[config.mk]
export PLATFORM = sky130hd
export DESIGN_NAME = scp_top
export DESIGN_NICKNAME = d
export VERILOG_FILES = /design/src/hdl/scp_pkg.sv /design/src/hdl/scp_top.sv
export SDC_FILE = /design/constraint.sdc
export NUM_CORES = 1
export LEC_CHECK = 0
export BUFFER_PORTS_ARGS = -buffer_cell sky130_fd_sc_hd__buf_2
export CORE_MARGIN = 2
export CORE_UTILIZATION = 62
export CTS_BUF_LIST = sky130_fd_sc_hd__clkbuf_16
export CTS_CLUSTER_DIAMETER = 30
export DETAILED_ROUTE_END_ITERATION = 7
export PLACE_DENSITY = 0.86
export REMOVE_ABC_BUFFERS = 1
export SLEW_MARGIN = 25
export SYNTH_ARGS = -nofsm -noshare
export SYNTH_HDL_FRONTEND = slang
export SYNTH_SLANG_ARGS = --single-unit
[constraint.sdc]
create_clock -name clk -period 3.9 [get_ports clk]
set_input_delay 0 -clock clk [delete_from_list [all_inputs] [get_ports clk]]
set_output_delay 0 -clock clk [all_outputs]
set_load 0.02 [all_outputs]
[src/hdl/scp_pkg.sv]
// Overview of operation
// - a write frame is exactly 16 serial clocks; the byte commits after the last.
// - a read frame is 16 clocks: 8 instruction in, 8 data bits out.
// - select is active low; back-to-back frames decode as new accesses.
// - frame is an 8-bit instruction then 8 data bits; registers are 8 bits.
// - first instruction bit is the access type: 1 write, 0 read.
// - then 3 block address bits and 4 register index bits.
// - three-wire reads drive the shared pin; four-wire reads use serial_out.
// - eight blocks by 3-bit address; only the top block lives here.
// - bit 1 of 0x05 picks wiring: 0 three-wire, 1 four-wire default.
// - 0x05 resets to 0x32 with decode, soft reset and enable fields.
// - 0x00 is read-only, bits 5..0 give the selected calibration value.
// - 0x01 gives rc result, lock pattern and calibration-in-progress.
// - bit 0 of 0x01 shows comparator direction, 1 up, 0 down.
// - 0x02 bits 5..0 hold the preset value; reset 0x1f.
// - 0x03 bits 5 and 4 are start and load commands, software clears.
// - 0x03 bit 3 is active-low calibration reset; register resets 0x08.
// - 0x03 bits 2..0 select the calibration module; only 000 defined.
// - 0x04 is read-only: generation in 7..4, step in 3..0.
// - 0x06 resets 0x0d; clock select, powerdown, reset held over 100 ns.
// - with forced mode set, the forced code replaces the rc result.
// - 0x07 resets 0; bit 7 enables calibration, 3..0 bandwidth code.
// - 0x08 resets 0; bits 6..4 baseband loops, 3..0 rf loop path.
package scp_pkg;
  localparam int unsigned FRAME_BITS = 16;
  localparam int unsigned INST_BITS  = 8;
  localparam logic [4:0]  CNT_INST   = 5'h07;
  localparam logic [4:0]  CNT_LAST   = 5'h0f;

  localparam int unsigned BIT_RW     = 7;
  localparam int unsigned BLK_HI     = 6;
  localparam int unsigned BLK_LO     = 4;
  localparam int unsigned IDX_HI     = 3;
  localparam logic [2:0]  BLK_TOP    = 3'h0;

  localparam logic [3:0] IDX_DC_READBACK = 4'h0;
  localparam logic [3:0] IDX_CAL_STATUS  = 4'h1;
  localparam logic [3:0] IDX_DC_PRESET   = 4'h2;
  localparam logic [3:0] IDX_DC_COMMAND  = 4'h3;
  localparam logic [3:0] IDX_CHIP_ID     = 4'h4;
  localparam logic [3:0] IDX_TOP_CONTROL = 4'h5;
  localparam logic [3:0] IDX_FCAL_CLOCK  = 4'h6;
  localparam logic [3:0] IDX_FCAL_BW     = 4'h7;
  localparam logic [3:0] IDX_LOOPBACK    = 4'h8;

  localparam logic [7:0] RST_DC_PRESET   = 8'h1f;
  localparam logic [7:0] RST_DC_COMMAND  = 8'h08;
  localparam logic [7:0] RST_TOP_CONTROL = 8'h32;
  localparam logic [7:0] RST_FCAL_CLOCK  = 8'h0d;
  localparam logic [7:0] RST_FCAL_BW     = 8'h00;
  localparam logic [7:0] RST_LOOPBACK    = 8'h00;

  // writable bits; everything else stays zero
  localparam logic [7:0] MSK_DC_PRESET   = 8'h3f;
  localparam logic [7:0] MSK_DC_COMMAND  = 8'h3f;
  localparam logic [7:0] MSK_TOP_CONTROL = 8'hbe;
  localparam logic [7:0] MSK_FCAL_CLOCK  = 8'h0f;
  localparam logic [7:0] MSK_FCAL_BW     = 8'hff;
  localparam logic [7:0] MSK_LOOPBACK    = 8'h7f;

  // field positions
  localparam int unsigned CMD_START   = 5;
  localparam int unsigned CMD_LOAD    = 4;
  localparam int unsigned CMD_RESET_N = 3;
  localparam int unsigned TOP_DECODE  = 7;
  localparam int unsigned TOP_MOD_RN  = 5;
  localparam int unsigned TOP_EN      = 4;
  localparam int unsigned TOP_TX_EN   = 3;
  localparam int unsigned TOP_RX_EN   = 2;
  localparam int unsigned TOP_WIRING  = 1;
  localparam int unsigned FC_CLKSEL   = 3;
  localparam int unsigned FC_PD       = 2;
  localparam int unsigned FC_FORCE    = 1;
  localparam int unsigned FC_RESET    = 0;
  localparam int unsigned BW_ENABLE   = 7;
  localparam int unsigned LB_FILTER   = 6;
  localparam int unsigned LB_GAIN     = 5;
  localparam int unsigned LB_PINS     = 4;

  // least hold of the filter calibration reset
  localparam int unsigned CLK_PERIOD_NS  = 10;
  localparam int unsigned FCAL_RST_MIN_NS = 100;
  localparam int unsigned FCAL_RST_CYC =
    (FCAL_RST_MIN_NS + CLK_PERIOD_NS - 1) / CLK_PERIOD_NS;
  localparam logic [4:0]  FCAL_RST_CNT = 5'(FCAL_RST_CYC);
endpackage

[src/hdl/scp_top.sv]
`timescale 1ns/10ps
`default_nettype none
module scp_top
#(
  // arbitrary identity values, not those of any product
  parameter logic [3:0] SILICON_GENERATION = 4'h1,
  parameter logic [3:0] SILICON_STEP       = 4'h0
)
(
  // clock, reset, enable
  input  wire logic       clk,
  input  wire logic       reset,
  input  wire logic       ce,
  // serial port pins
  input  wire logic       port_select_n,
  input  wire logic       serial_clk,
  input  wire logic       sdio_in,
  output logic            sdio_out,
  output logic            sdio_oe_n,
  output logic            serial_out,
  // calibration status from the analog side
  input  wire logic [5:0] dc_module_value,
  input  wire logic [2:0] rc_cal_calibrated,
  input  wire logic [2:0] lock_pattern,
  input  wire logic       cal_in_progress,
  input  wire logic       comparator_direction,
  // calibration control
  output logic [5:0]      dc_preset,
  output logic            cal_start_cmd,
  output logic            preset_load_cmd,
  output logic            cal_modules_reset_n,
  output logic [2:0]      cal_module_select,
  // top control
  output logic            decode_test_select,
  output logic            modulator_soft_reset_n,
  output logic            top_enable,
  output logic            transmit_enable,
  output logic            receive_enable,
  output logic            port_wiring_select,
  // filter calibration
  output logic            filter_cal_clock_select,
  output logic            filter_cal_clock_powerdown,
  output logic            forced_code_mode,
  output logic            filter_cal_reset,
  output logic            filter_cal_enable,
  output logic [2:0]      forced_cal_code,
  output logic [3:0]      filter_bandwidth_code,
  output logic [2:0]      rc_cal_result,
  // loopback
  output logic            bb_loop_to_filter,
  output logic            bb_loop_to_gain_stage,
  output logic            bb_loop_to_pins,
  output logic [3:0]      rf_loop_path
);

  // pin synchronisers
  logic [2:0] sclk_q;
  logic [1:0] sel_n_q;
  logic [1:0] din_q;
  logic [5:0] dcv_q1;
  logic [5:0] dcv_q2;
  logic [6:0] st_q1;
  logic [6:0] st_q2;
  logic       cmp_q1;
  logic       cmp_q2;

  // frame state
  logic [4:0] cnt_q;
  logic [6:0] shift_q;
  logic [7:0] inst_q;
  logic [7:0] tx_q;
  logic       out_q;
  logic       drive_q;

  // registers
  logic [7:0] dc_preset_q;
  logic [7:0] dc_command_q;
  logic [7:0] top_control_q;
  logic [7:0] fcal_clock_q;
  logic [7:0] fcal_bw_q;
  logic [7:0] loopback_q;
  logic [4:0] rst_hold_q;

  logic       sclk_rise;
  logic       sclk_fall;
  logic       selected;
  logic [7:0] inst_d;
  logic [7:0] wdata_d;
  logic       wr_stb;
  logic [7:0] rdata_d;
  logic [2:0] rc_sel_d;

  always_ff @(posedge clk)
  begin
    if (reset)
    begin
      sclk_q  <= 3'h0;
      sel_n_q <= 2'h3;
      din_q   <= 2'h0;
    end
    else if (ce)
    begin
      sclk_q  <= {sclk_q[1:0], serial_clk};
      sel_n_q <= {sel_n_q[0], port_select_n};
      din_q   <= {din_q[0], sdio_in};
    end
  end

  // status is asynchronous to clk; a multi-bit word may tear for one cycle
  always_ff @(posedge clk)
  begin
    if (reset)
    begin
      dcv_q1 <= 6'h00;
      dcv_q2 <= 6'h00;
      st_q1  <= 7'h00;
      st_q2  <= 7'h00;
      cmp_q1 <= 1'b0;
      cmp_q2 <= 1'b0;
    end
    else if (ce)
    begin
      dcv_q1 <= dc_module_value;
      dcv_q2 <= dcv_q1;
      st_q1  <= {rc_cal_calibrated, lock_pattern, cal_in_progress};
      st_q2  <= st_q1;
      // comparator is an analog-side pin as well, so it gets two stages
      cmp_q1 <= comparator_direction;
      cmp_q2 <= cmp_q1;
    end
  end

  // edges seen only between the second and third stage
  assign sclk_rise = sclk_q[1] & ~sclk_q[2];
  assign sclk_fall = ~sclk_q[1] & sclk_q[2];
  assign selected  = ~sel_n_q[1];
  assign inst_d    = {shift_q, din_q[1]};
  assign wdata_d   = {shift_q, din_q[1]};
  assign wr_stb    = selected & sclk_rise & (cnt_q == scp_pkg::CNT_LAST)
                     & inst_q[scp_pkg::BIT_RW]
                     & (inst_q[scp_pkg::BLK_HI:scp_pkg::BLK_LO]
                        == scp_pkg::BLK_TOP);

  // bit counter and input shift, msb first
  always_ff @(posedge clk)
  begin
    if (reset)
    begin
      cnt_q   <= 5'h00;
      shift_q <= 7'h00;
    end
    else if (ce)
    begin
      if (!selected)
      begin
        cnt_q <= 5'h00;
      end
      else if (sclk_rise)
      begin
        shift_q <= {shift_q[5:0], din_q[1]};
        if (cnt_q == scp_pkg::CNT_LAST)
        begin
          cnt_q <= 5'h00;
        end
        else
        begin
          cnt_q <= cnt_q + 5'h01;
        end
      end
    end
  end

  // instruction capture after eight bits
  always_ff @(posedge clk)
  begin
    if (reset)
    begin
      inst_q <= 8'h00;
    end
    else if (ce && selected && sclk_rise && cnt_q == scp_pkg::CNT_INST)
    begin
      inst_q <= inst_d;
    end
  end

  // forced code replaces the calibrated result
  assign rc_sel_d = fcal_clock_q[scp_pkg::FC_FORCE] ? fcal_bw_q[6:4]
                                                     : st_q2[6:4];

  always_comb
  begin
    rdata_d = 8'h00;
    if (inst_d[scp_pkg::BLK_HI:scp_pkg::BLK_LO] == scp_pkg::BLK_TOP)
    begin
      case (inst_d[scp_pkg::IDX_HI:0])
        scp_pkg::IDX_DC_READBACK: rdata_d = {2'h0, dcv_q2};
        scp_pkg::IDX_CAL_STATUS:
          rdata_d = {rc_sel_d, st_q2[3:0], cmp_q2};
        scp_pkg::IDX_DC_PRESET:   rdata_d = dc_preset_q;
        scp_pkg::IDX_DC_COMMAND:  rdata_d = dc_command_q;
        scp_pkg::IDX_CHIP_ID:
          rdata_d = {SILICON_GENERATION, SILICON_STEP};
        scp_pkg::IDX_TOP_CONTROL: rdata_d = top_control_q;
        scp_pkg::IDX_FCAL_CLOCK:  rdata_d = fcal_clock_q;
        scp_pkg::IDX_FCAL_BW:     rdata_d = fcal_bw_q;
        scp_pkg::IDX_LOOPBACK:    rdata_d = loopback_q;
        default:                  rdata_d = 8'h00;
      endcase
    end
  end

  // read data loads at the eighth rising edge, leaves on falling edges
  always_ff @(posedge clk)
  begin
    if (reset)
    begin
      tx_q    <= 8'h00;
      out_q   <= 1'b0;
      drive_q <= 1'b0;
    end
    else if (ce)
    begin
      if (!selected)
      begin
        drive_q <= 1'b0;
      end
      else if (sclk_rise && cnt_q == scp_pkg::CNT_INST)
      begin
        drive_q <= ~inst_d[scp_pkg::BIT_RW];
        tx_q    <= rdata_d;
        out_q   <= rdata_d[7];
      end
      else if (sclk_rise && cnt_q == scp_pkg::CNT_LAST)
      begin
        drive_q <= 1'b0;
      end
      else if (sclk_fall && drive_q)
      begin
        out_q <= tx_q[7];
        tx_q  <= {tx_q[6:0], 1'b0};
      end
    end
  end

  // three-wire drives the shared pin, four-wire the dedicated output
  assign sdio_out   = out_q;
  assign sdio_oe_n  = ~(drive_q & ~top_control_q[scp_pkg::TOP_WIRING]);
  assign serial_out = out_q & drive_q
                      & top_control_q[scp_pkg::TOP_WIRING];

  // calibration preset and command
  always_ff @(posedge clk)
  begin
    if (reset)
    begin
      dc_preset_q  <= scp_pkg::RST_DC_PRESET;
      dc_command_q <= scp_pkg::RST_DC_COMMAND;
    end
    else if (ce && wr_stb)
    begin
      if (inst_q[scp_pkg::IDX_HI:0] == scp_pkg::IDX_DC_PRESET)
      begin
        dc_preset_q <= wdata_d & scp_pkg::MSK_DC_PRESET;
      end
      if (inst_q[scp_pkg::IDX_HI:0] == scp_pkg::IDX_DC_COMMAND)
      begin
        dc_command_q <= wdata_d & scp_pkg::MSK_DC_COMMAND;
      end
    end
  end

  // top control and loopback
  always_ff @(posedge clk)
  begin
    if (reset)
    begin
      top_control_q <= scp_pkg::RST_TOP_CONTROL;
      loopback_q    <= scp_pkg::RST_LOOPBACK;
    end
    else if (ce && wr_stb)
    begin
      if (inst_q[scp_pkg::IDX_HI:0] == scp_pkg::IDX_TOP_CONTROL)
      begin
        top_control_q <= wdata_d & scp_pkg::MSK_TOP_CONTROL;
      end
      if (inst_q[scp_pkg::IDX_HI:0] == scp_pkg::IDX_LOOPBACK)
      begin
        loopback_q <= wdata_d & scp_pkg::MSK_LOOPBACK;
      end
    end
  end

  // filter calibration registers
  always_ff @(posedge clk)
  begin
    if (reset)
    begin
      fcal_clock_q <= scp_pkg::RST_FCAL_CLOCK;
      fcal_bw_q    <= scp_pkg::RST_FCAL_BW;
    end
    else if (ce && wr_stb)
    begin
      if (inst_q[scp_pkg::IDX_HI:0] == scp_pkg::IDX_FCAL_CLOCK)
      begin
        fcal_clock_q <= wdata_d & scp_pkg::MSK_FCAL_CLOCK;
      end
      if (inst_q[scp_pkg::IDX_HI:0] == scp_pkg::IDX_FCAL_BW)
      begin
        fcal_bw_q <= wdata_d & scp_pkg::MSK_FCAL_BW;
      end
    end
  end

  // stretch a short calibration reset so the analog block sees 100 ns
  always_ff @(posedge clk)
  begin
    if (reset)
    begin
      rst_hold_q <= scp_pkg::FCAL_RST_CNT;
    end
    else if (ce)
    begin
      if (fcal_clock_q[scp_pkg::FC_RESET])
      begin
        rst_hold_q <= scp_pkg::FCAL_RST_CNT;
      end
      else if (rst_hold_q != 5'h00)
      begin
        rst_hold_q <= rst_hold_q - 5'h01;
      end
    end
  end

  // field outputs from flip-flops; filter_cal_reset and rc_cal_result pass through logic
  assign dc_preset                  = dc_preset_q[5:0];
  assign cal_start_cmd              = dc_command_q[scp_pkg::CMD_START];
  assign preset_load_cmd            = dc_command_q[scp_pkg::CMD_LOAD];
  assign cal_modules_reset_n        = dc_command_q[scp_pkg::CMD_RESET_N];
  assign cal_module_select          = dc_command_q[2:0];
  assign decode_test_select         = top_control_q[scp_pkg::TOP_DECODE];
  assign modulator_soft_reset_n     = top_control_q[scp_pkg::TOP_MOD_RN];
  assign top_enable                 = top_control_q[scp_pkg::TOP_EN];
  assign transmit_enable            = top_control_q[scp_pkg::TOP_TX_EN];
  assign receive_enable             = top_control_q[scp_pkg::TOP_RX_EN];
  assign port_wiring_select         = top_control_q[scp_pkg::TOP_WIRING];
  assign filter_cal_clock_select    = fcal_clock_q[scp_pkg::FC_CLKSEL];
  assign filter_cal_clock_powerdown = fcal_clock_q[scp_pkg::FC_PD];
  assign forced_code_mode           = fcal_clock_q[scp_pkg::FC_FORCE];
  assign filter_cal_reset           = fcal_clock_q[scp_pkg::FC_RESET]
                                      | (rst_hold_q != 5'h00);
  assign filter_cal_enable          = fcal_bw_q[scp_pkg::BW_ENABLE];
  assign forced_cal_code            = fcal_bw_q[6:4];
  assign filter_bandwidth_code      = fcal_bw_q[3:0];
  assign rc_cal_result              = rc_sel_d;
  assign bb_loop_to_filter          = loopback_q[scp_pkg::LB_FILTER];
  assign bb_loop_to_gain_stage      = loopback_q[scp_pkg::LB_GAIN];
  assign bb_loop_to_pins            = loopback_q[scp_pkg::LB_PINS];
  assign rf_loop_path               = loopback_q[3:0];

endmodule
`default_nettype wire
==> impl_metrics.toml <==
[status]
outcome = "complete, no violations"

[timing]
fin_skew_ps = 7.66
clock.fmax_mhz = 404
finalCritPeriodShare = 0.634
setup_tns_ps = 0
tightest_slew_ps = 1030
grt_setup_unrepaired = "no"
min_period_ps = 2470
setup_viol = 0
relSlewSlack = 0.311
hold_viol = 0
timing.final.ws_setup_ps = 1430
slew_viol_final = 0

[min_path]
min-delay-path-class = "in2reg"
hold_depth = 3
worstHoldStart = "ce"
hold_end = "tx_q[6]"

[synth]
synth-compound-area-share = 0.137
ys_ff_latch = 107
yosys.area_share.simple = 0.213
synth_area_per_cell_sq_um = 9.37
muxShareOfSynthArea = 0.152
synth_top_area_frac = 0.440
synth_fa_ha_area_frac = 0.00771
yosysTopAreaCell = "dfxtp_1"
synth_top_family_by_area = "simple AND/OR/NAND/NOR gates"
seq_area_frac_synth = 0.440
synth_area_leaders = "dfxtp_1, mux2i_1, nor2_1, a21oi_1, nand2_1"
yosysUniqueCellTypes = 69
synth_warnings = 0
synth_ff_type = "dfxtp_1"
synthCells = 520
yosys.area_share.xor_xnor = 0.00719
synth_edf_count = 0
synth-async-reset-ratio = 0
syn-cell-area_sq_mm = 0.00487

[floorplan]
core_sq_mm = 0.00769
rows = 32
die_x_microns = 92.6
die_h_microns = 92.6
ioPinCount = 63
initial_core_util = 0.634
design.die.area_sq_mm = 0.00858

[critical_path]
crit_type = "reg2reg"
rr_endpoint = "dc_preset_q[0]"
critical_path_arrival_ps = 2710
r2r_slack_ps = 1430
cp_max_fo = 20
r2r-start = "sel_n_q[1]"
start_kind = "flip-flop"
crit_start = "sel_n_q[1]"
crit_required_ps = 4140
end_kind = "flip-flop"
rr_worst_depth = 4

[finish]
layout_commonest_cell = "dfxtp_1"
mostFrequentLayoutCells = "dfxtp_1, nor2_1, mux2i_1"
fillers = 579
fin_util = 0.729
num-nets-final = 592
area_growth_pct = 15.1
n_antenna_cell = 0
drive_gt1_frac = 0.195

[placement]
dp_slack_ps = 1600
hpwl_microns = 7800
io_buffers = 62
gp_congestion = 0.882

[grt]
antenna_found_initial = 0
grt_remaining_overflow = 0
grt_pass1_vias = 3949
grt_max_degree = 55
gr-usage-all-layers = 0.287
grt_pass1_wl_microns = 19400

[power_and_ir_drop]
pwr_density_cell_mw_per_mm2 = 373
p_switching_uw = 490
total_leakage_power_uw = 0.00228
internal-power_uw = 1600
p_clk_frac = 0.410
irDropWorstVdd_uv = 273
p_seq_frac = 0.538
combPwrFrac = 0.052
switching_share = 0.234

[cts]
cts-root-buf = "clkbuf_16"
worstSkewPairLatency_ps = 350
post_cts_buffers = 0
cts_made_buffers = 9
clkTransAtPathRegs_ps = 70
cts_tree = "yes"
numClockSinks = 107
cts_buffer_depth = 2
cts_htree_levels = 3
cts_hold_buf = 17
cts_resized = 0

[routing]
vias = 4206
top_layer = "met4"
via_per_inst = 6.22
drt_pass1_iterations = 7
route.met2.wl_microns = 5820
met3_length_microns = 799
first_iter_violations = 315
postRouteAntennaNets = 0
wl_per_cell_microns = 17.8
post-route-drc-count = 0
wl_met1_microns = 5070
finalWirelength_microns = 12000

[job]
maxCapViolCount = 0
-- worst max-delay path by stage --
stage / to / cells after the start
after floorplan: sdio_out / 4
after global placement: tx_q[6] / 4
after detailed placement: tx_q[7] / 4
after CTS: dc_preset_q[0] / 4
after global routing: dc_preset_q[0] / 4
final: dc_preset_q[0] / 4
-- cells in the mapped netlist (all sizes together) (3+ instances only) --
cell    count
a211o       3
a22oi       3
nand2      35
or3         7
clkbuf     28
buf        18
inv         4
a32oi       5
a21oi      27
a311oi      3
mux2        6
nand3       9
nor4b       6
o21ai      13
dfxtp     107
a21boi      8
nor4bb      3
nor2b       6
nor4        3
or3b        3
and3        3
nand4       3
a311o       8
nand2b     12
nand3b      9
nor2       67
nor3       10
mux2i      65
ha          3
xor2        3
a21bo       3
-- state kept, by name (all words and copies together), names as in the netlist, 7 cells and up --
name        flops
fcal_bw_q       8
inst_q          8
loopback_q      7
shift_q         7
st_q1           7
st_q2           7
tx_q            8
-- worst max-delay path, stage by stage (launching register included) --
cell	delay (ps)
dfxtp_1	390
and4bb_1	620
and4_1	740
a21boi_0	240
a311o_1	360
-- layout make-up --
| class | count | area (sq um) | area share |
|---|---|---|---|
| inverter | 4 | 15.0 | 0.00268 |
| sequential | 107 | 2140 | 0.382 |
| clock buffer | 9 | 225 | 0.0402 |
| multi-input combinational | 363 | 2530 | 0.451 |
| timing repair buffer | 84 | 518 | 0.0924 |
| tap | 102 | 128 | 0.0228 |
| clock inverter | 7 | 51.3 | 0.00915 |
-- through the flow --
| step | cells | power [uW] | hold WS (ps) | cell area, sq um |
|---|---|---|---|---|
| global placement | 643 | 1240 | 206 | 5150 |
| global route | 676 | 2150 | 226 | 5610 |
| floorplan | 474 | 1190 | 69.1 | 4680 |
| detailed placement | 643 | 1240 | 219 | 5150 |
| finish | 676 | 2090 | 198 | 5610 |
| CTS | 676 | 2090 | 163 | 5600 |
-- power by group through the flow --
| stage | registers (uW) | clock network, uW | logic (uW) |
|---|---|---|---|
| floorplan | 1140 | 0 | 47.2 |
| global placement | 1150 | 0 | 90.7 |
| detailed placement | 1150 | 0 | 94.0 |
| CTS | 1120 | 860 | 107 |
| global route | 1130 | 904 | 119 |
| finish | 1120 | 857 | 109 |
-- metal layers --
metal  vias to the layer above  GRT usage
li1                       1961          -
met1                      2029      0.373
met4                         0      0.127
met2                       179      0.484
met3                        37     0.0325
met5                         -          0
-- cells by family (layout without fill, tap and decap cells) --
kind of cell	count (synthesis)	count (layout)
AO/OA/AOI/OAI	94	94
XOR/XNOR	4	4
adder cells (fa/ha/maj)	3	3
buffers and inverters	50	104
flip-flops	107	107
multiplexers	72	72
AND/OR/NAND/NOR	190	190
Note: power is estimated with default switching activity, not from simulation.
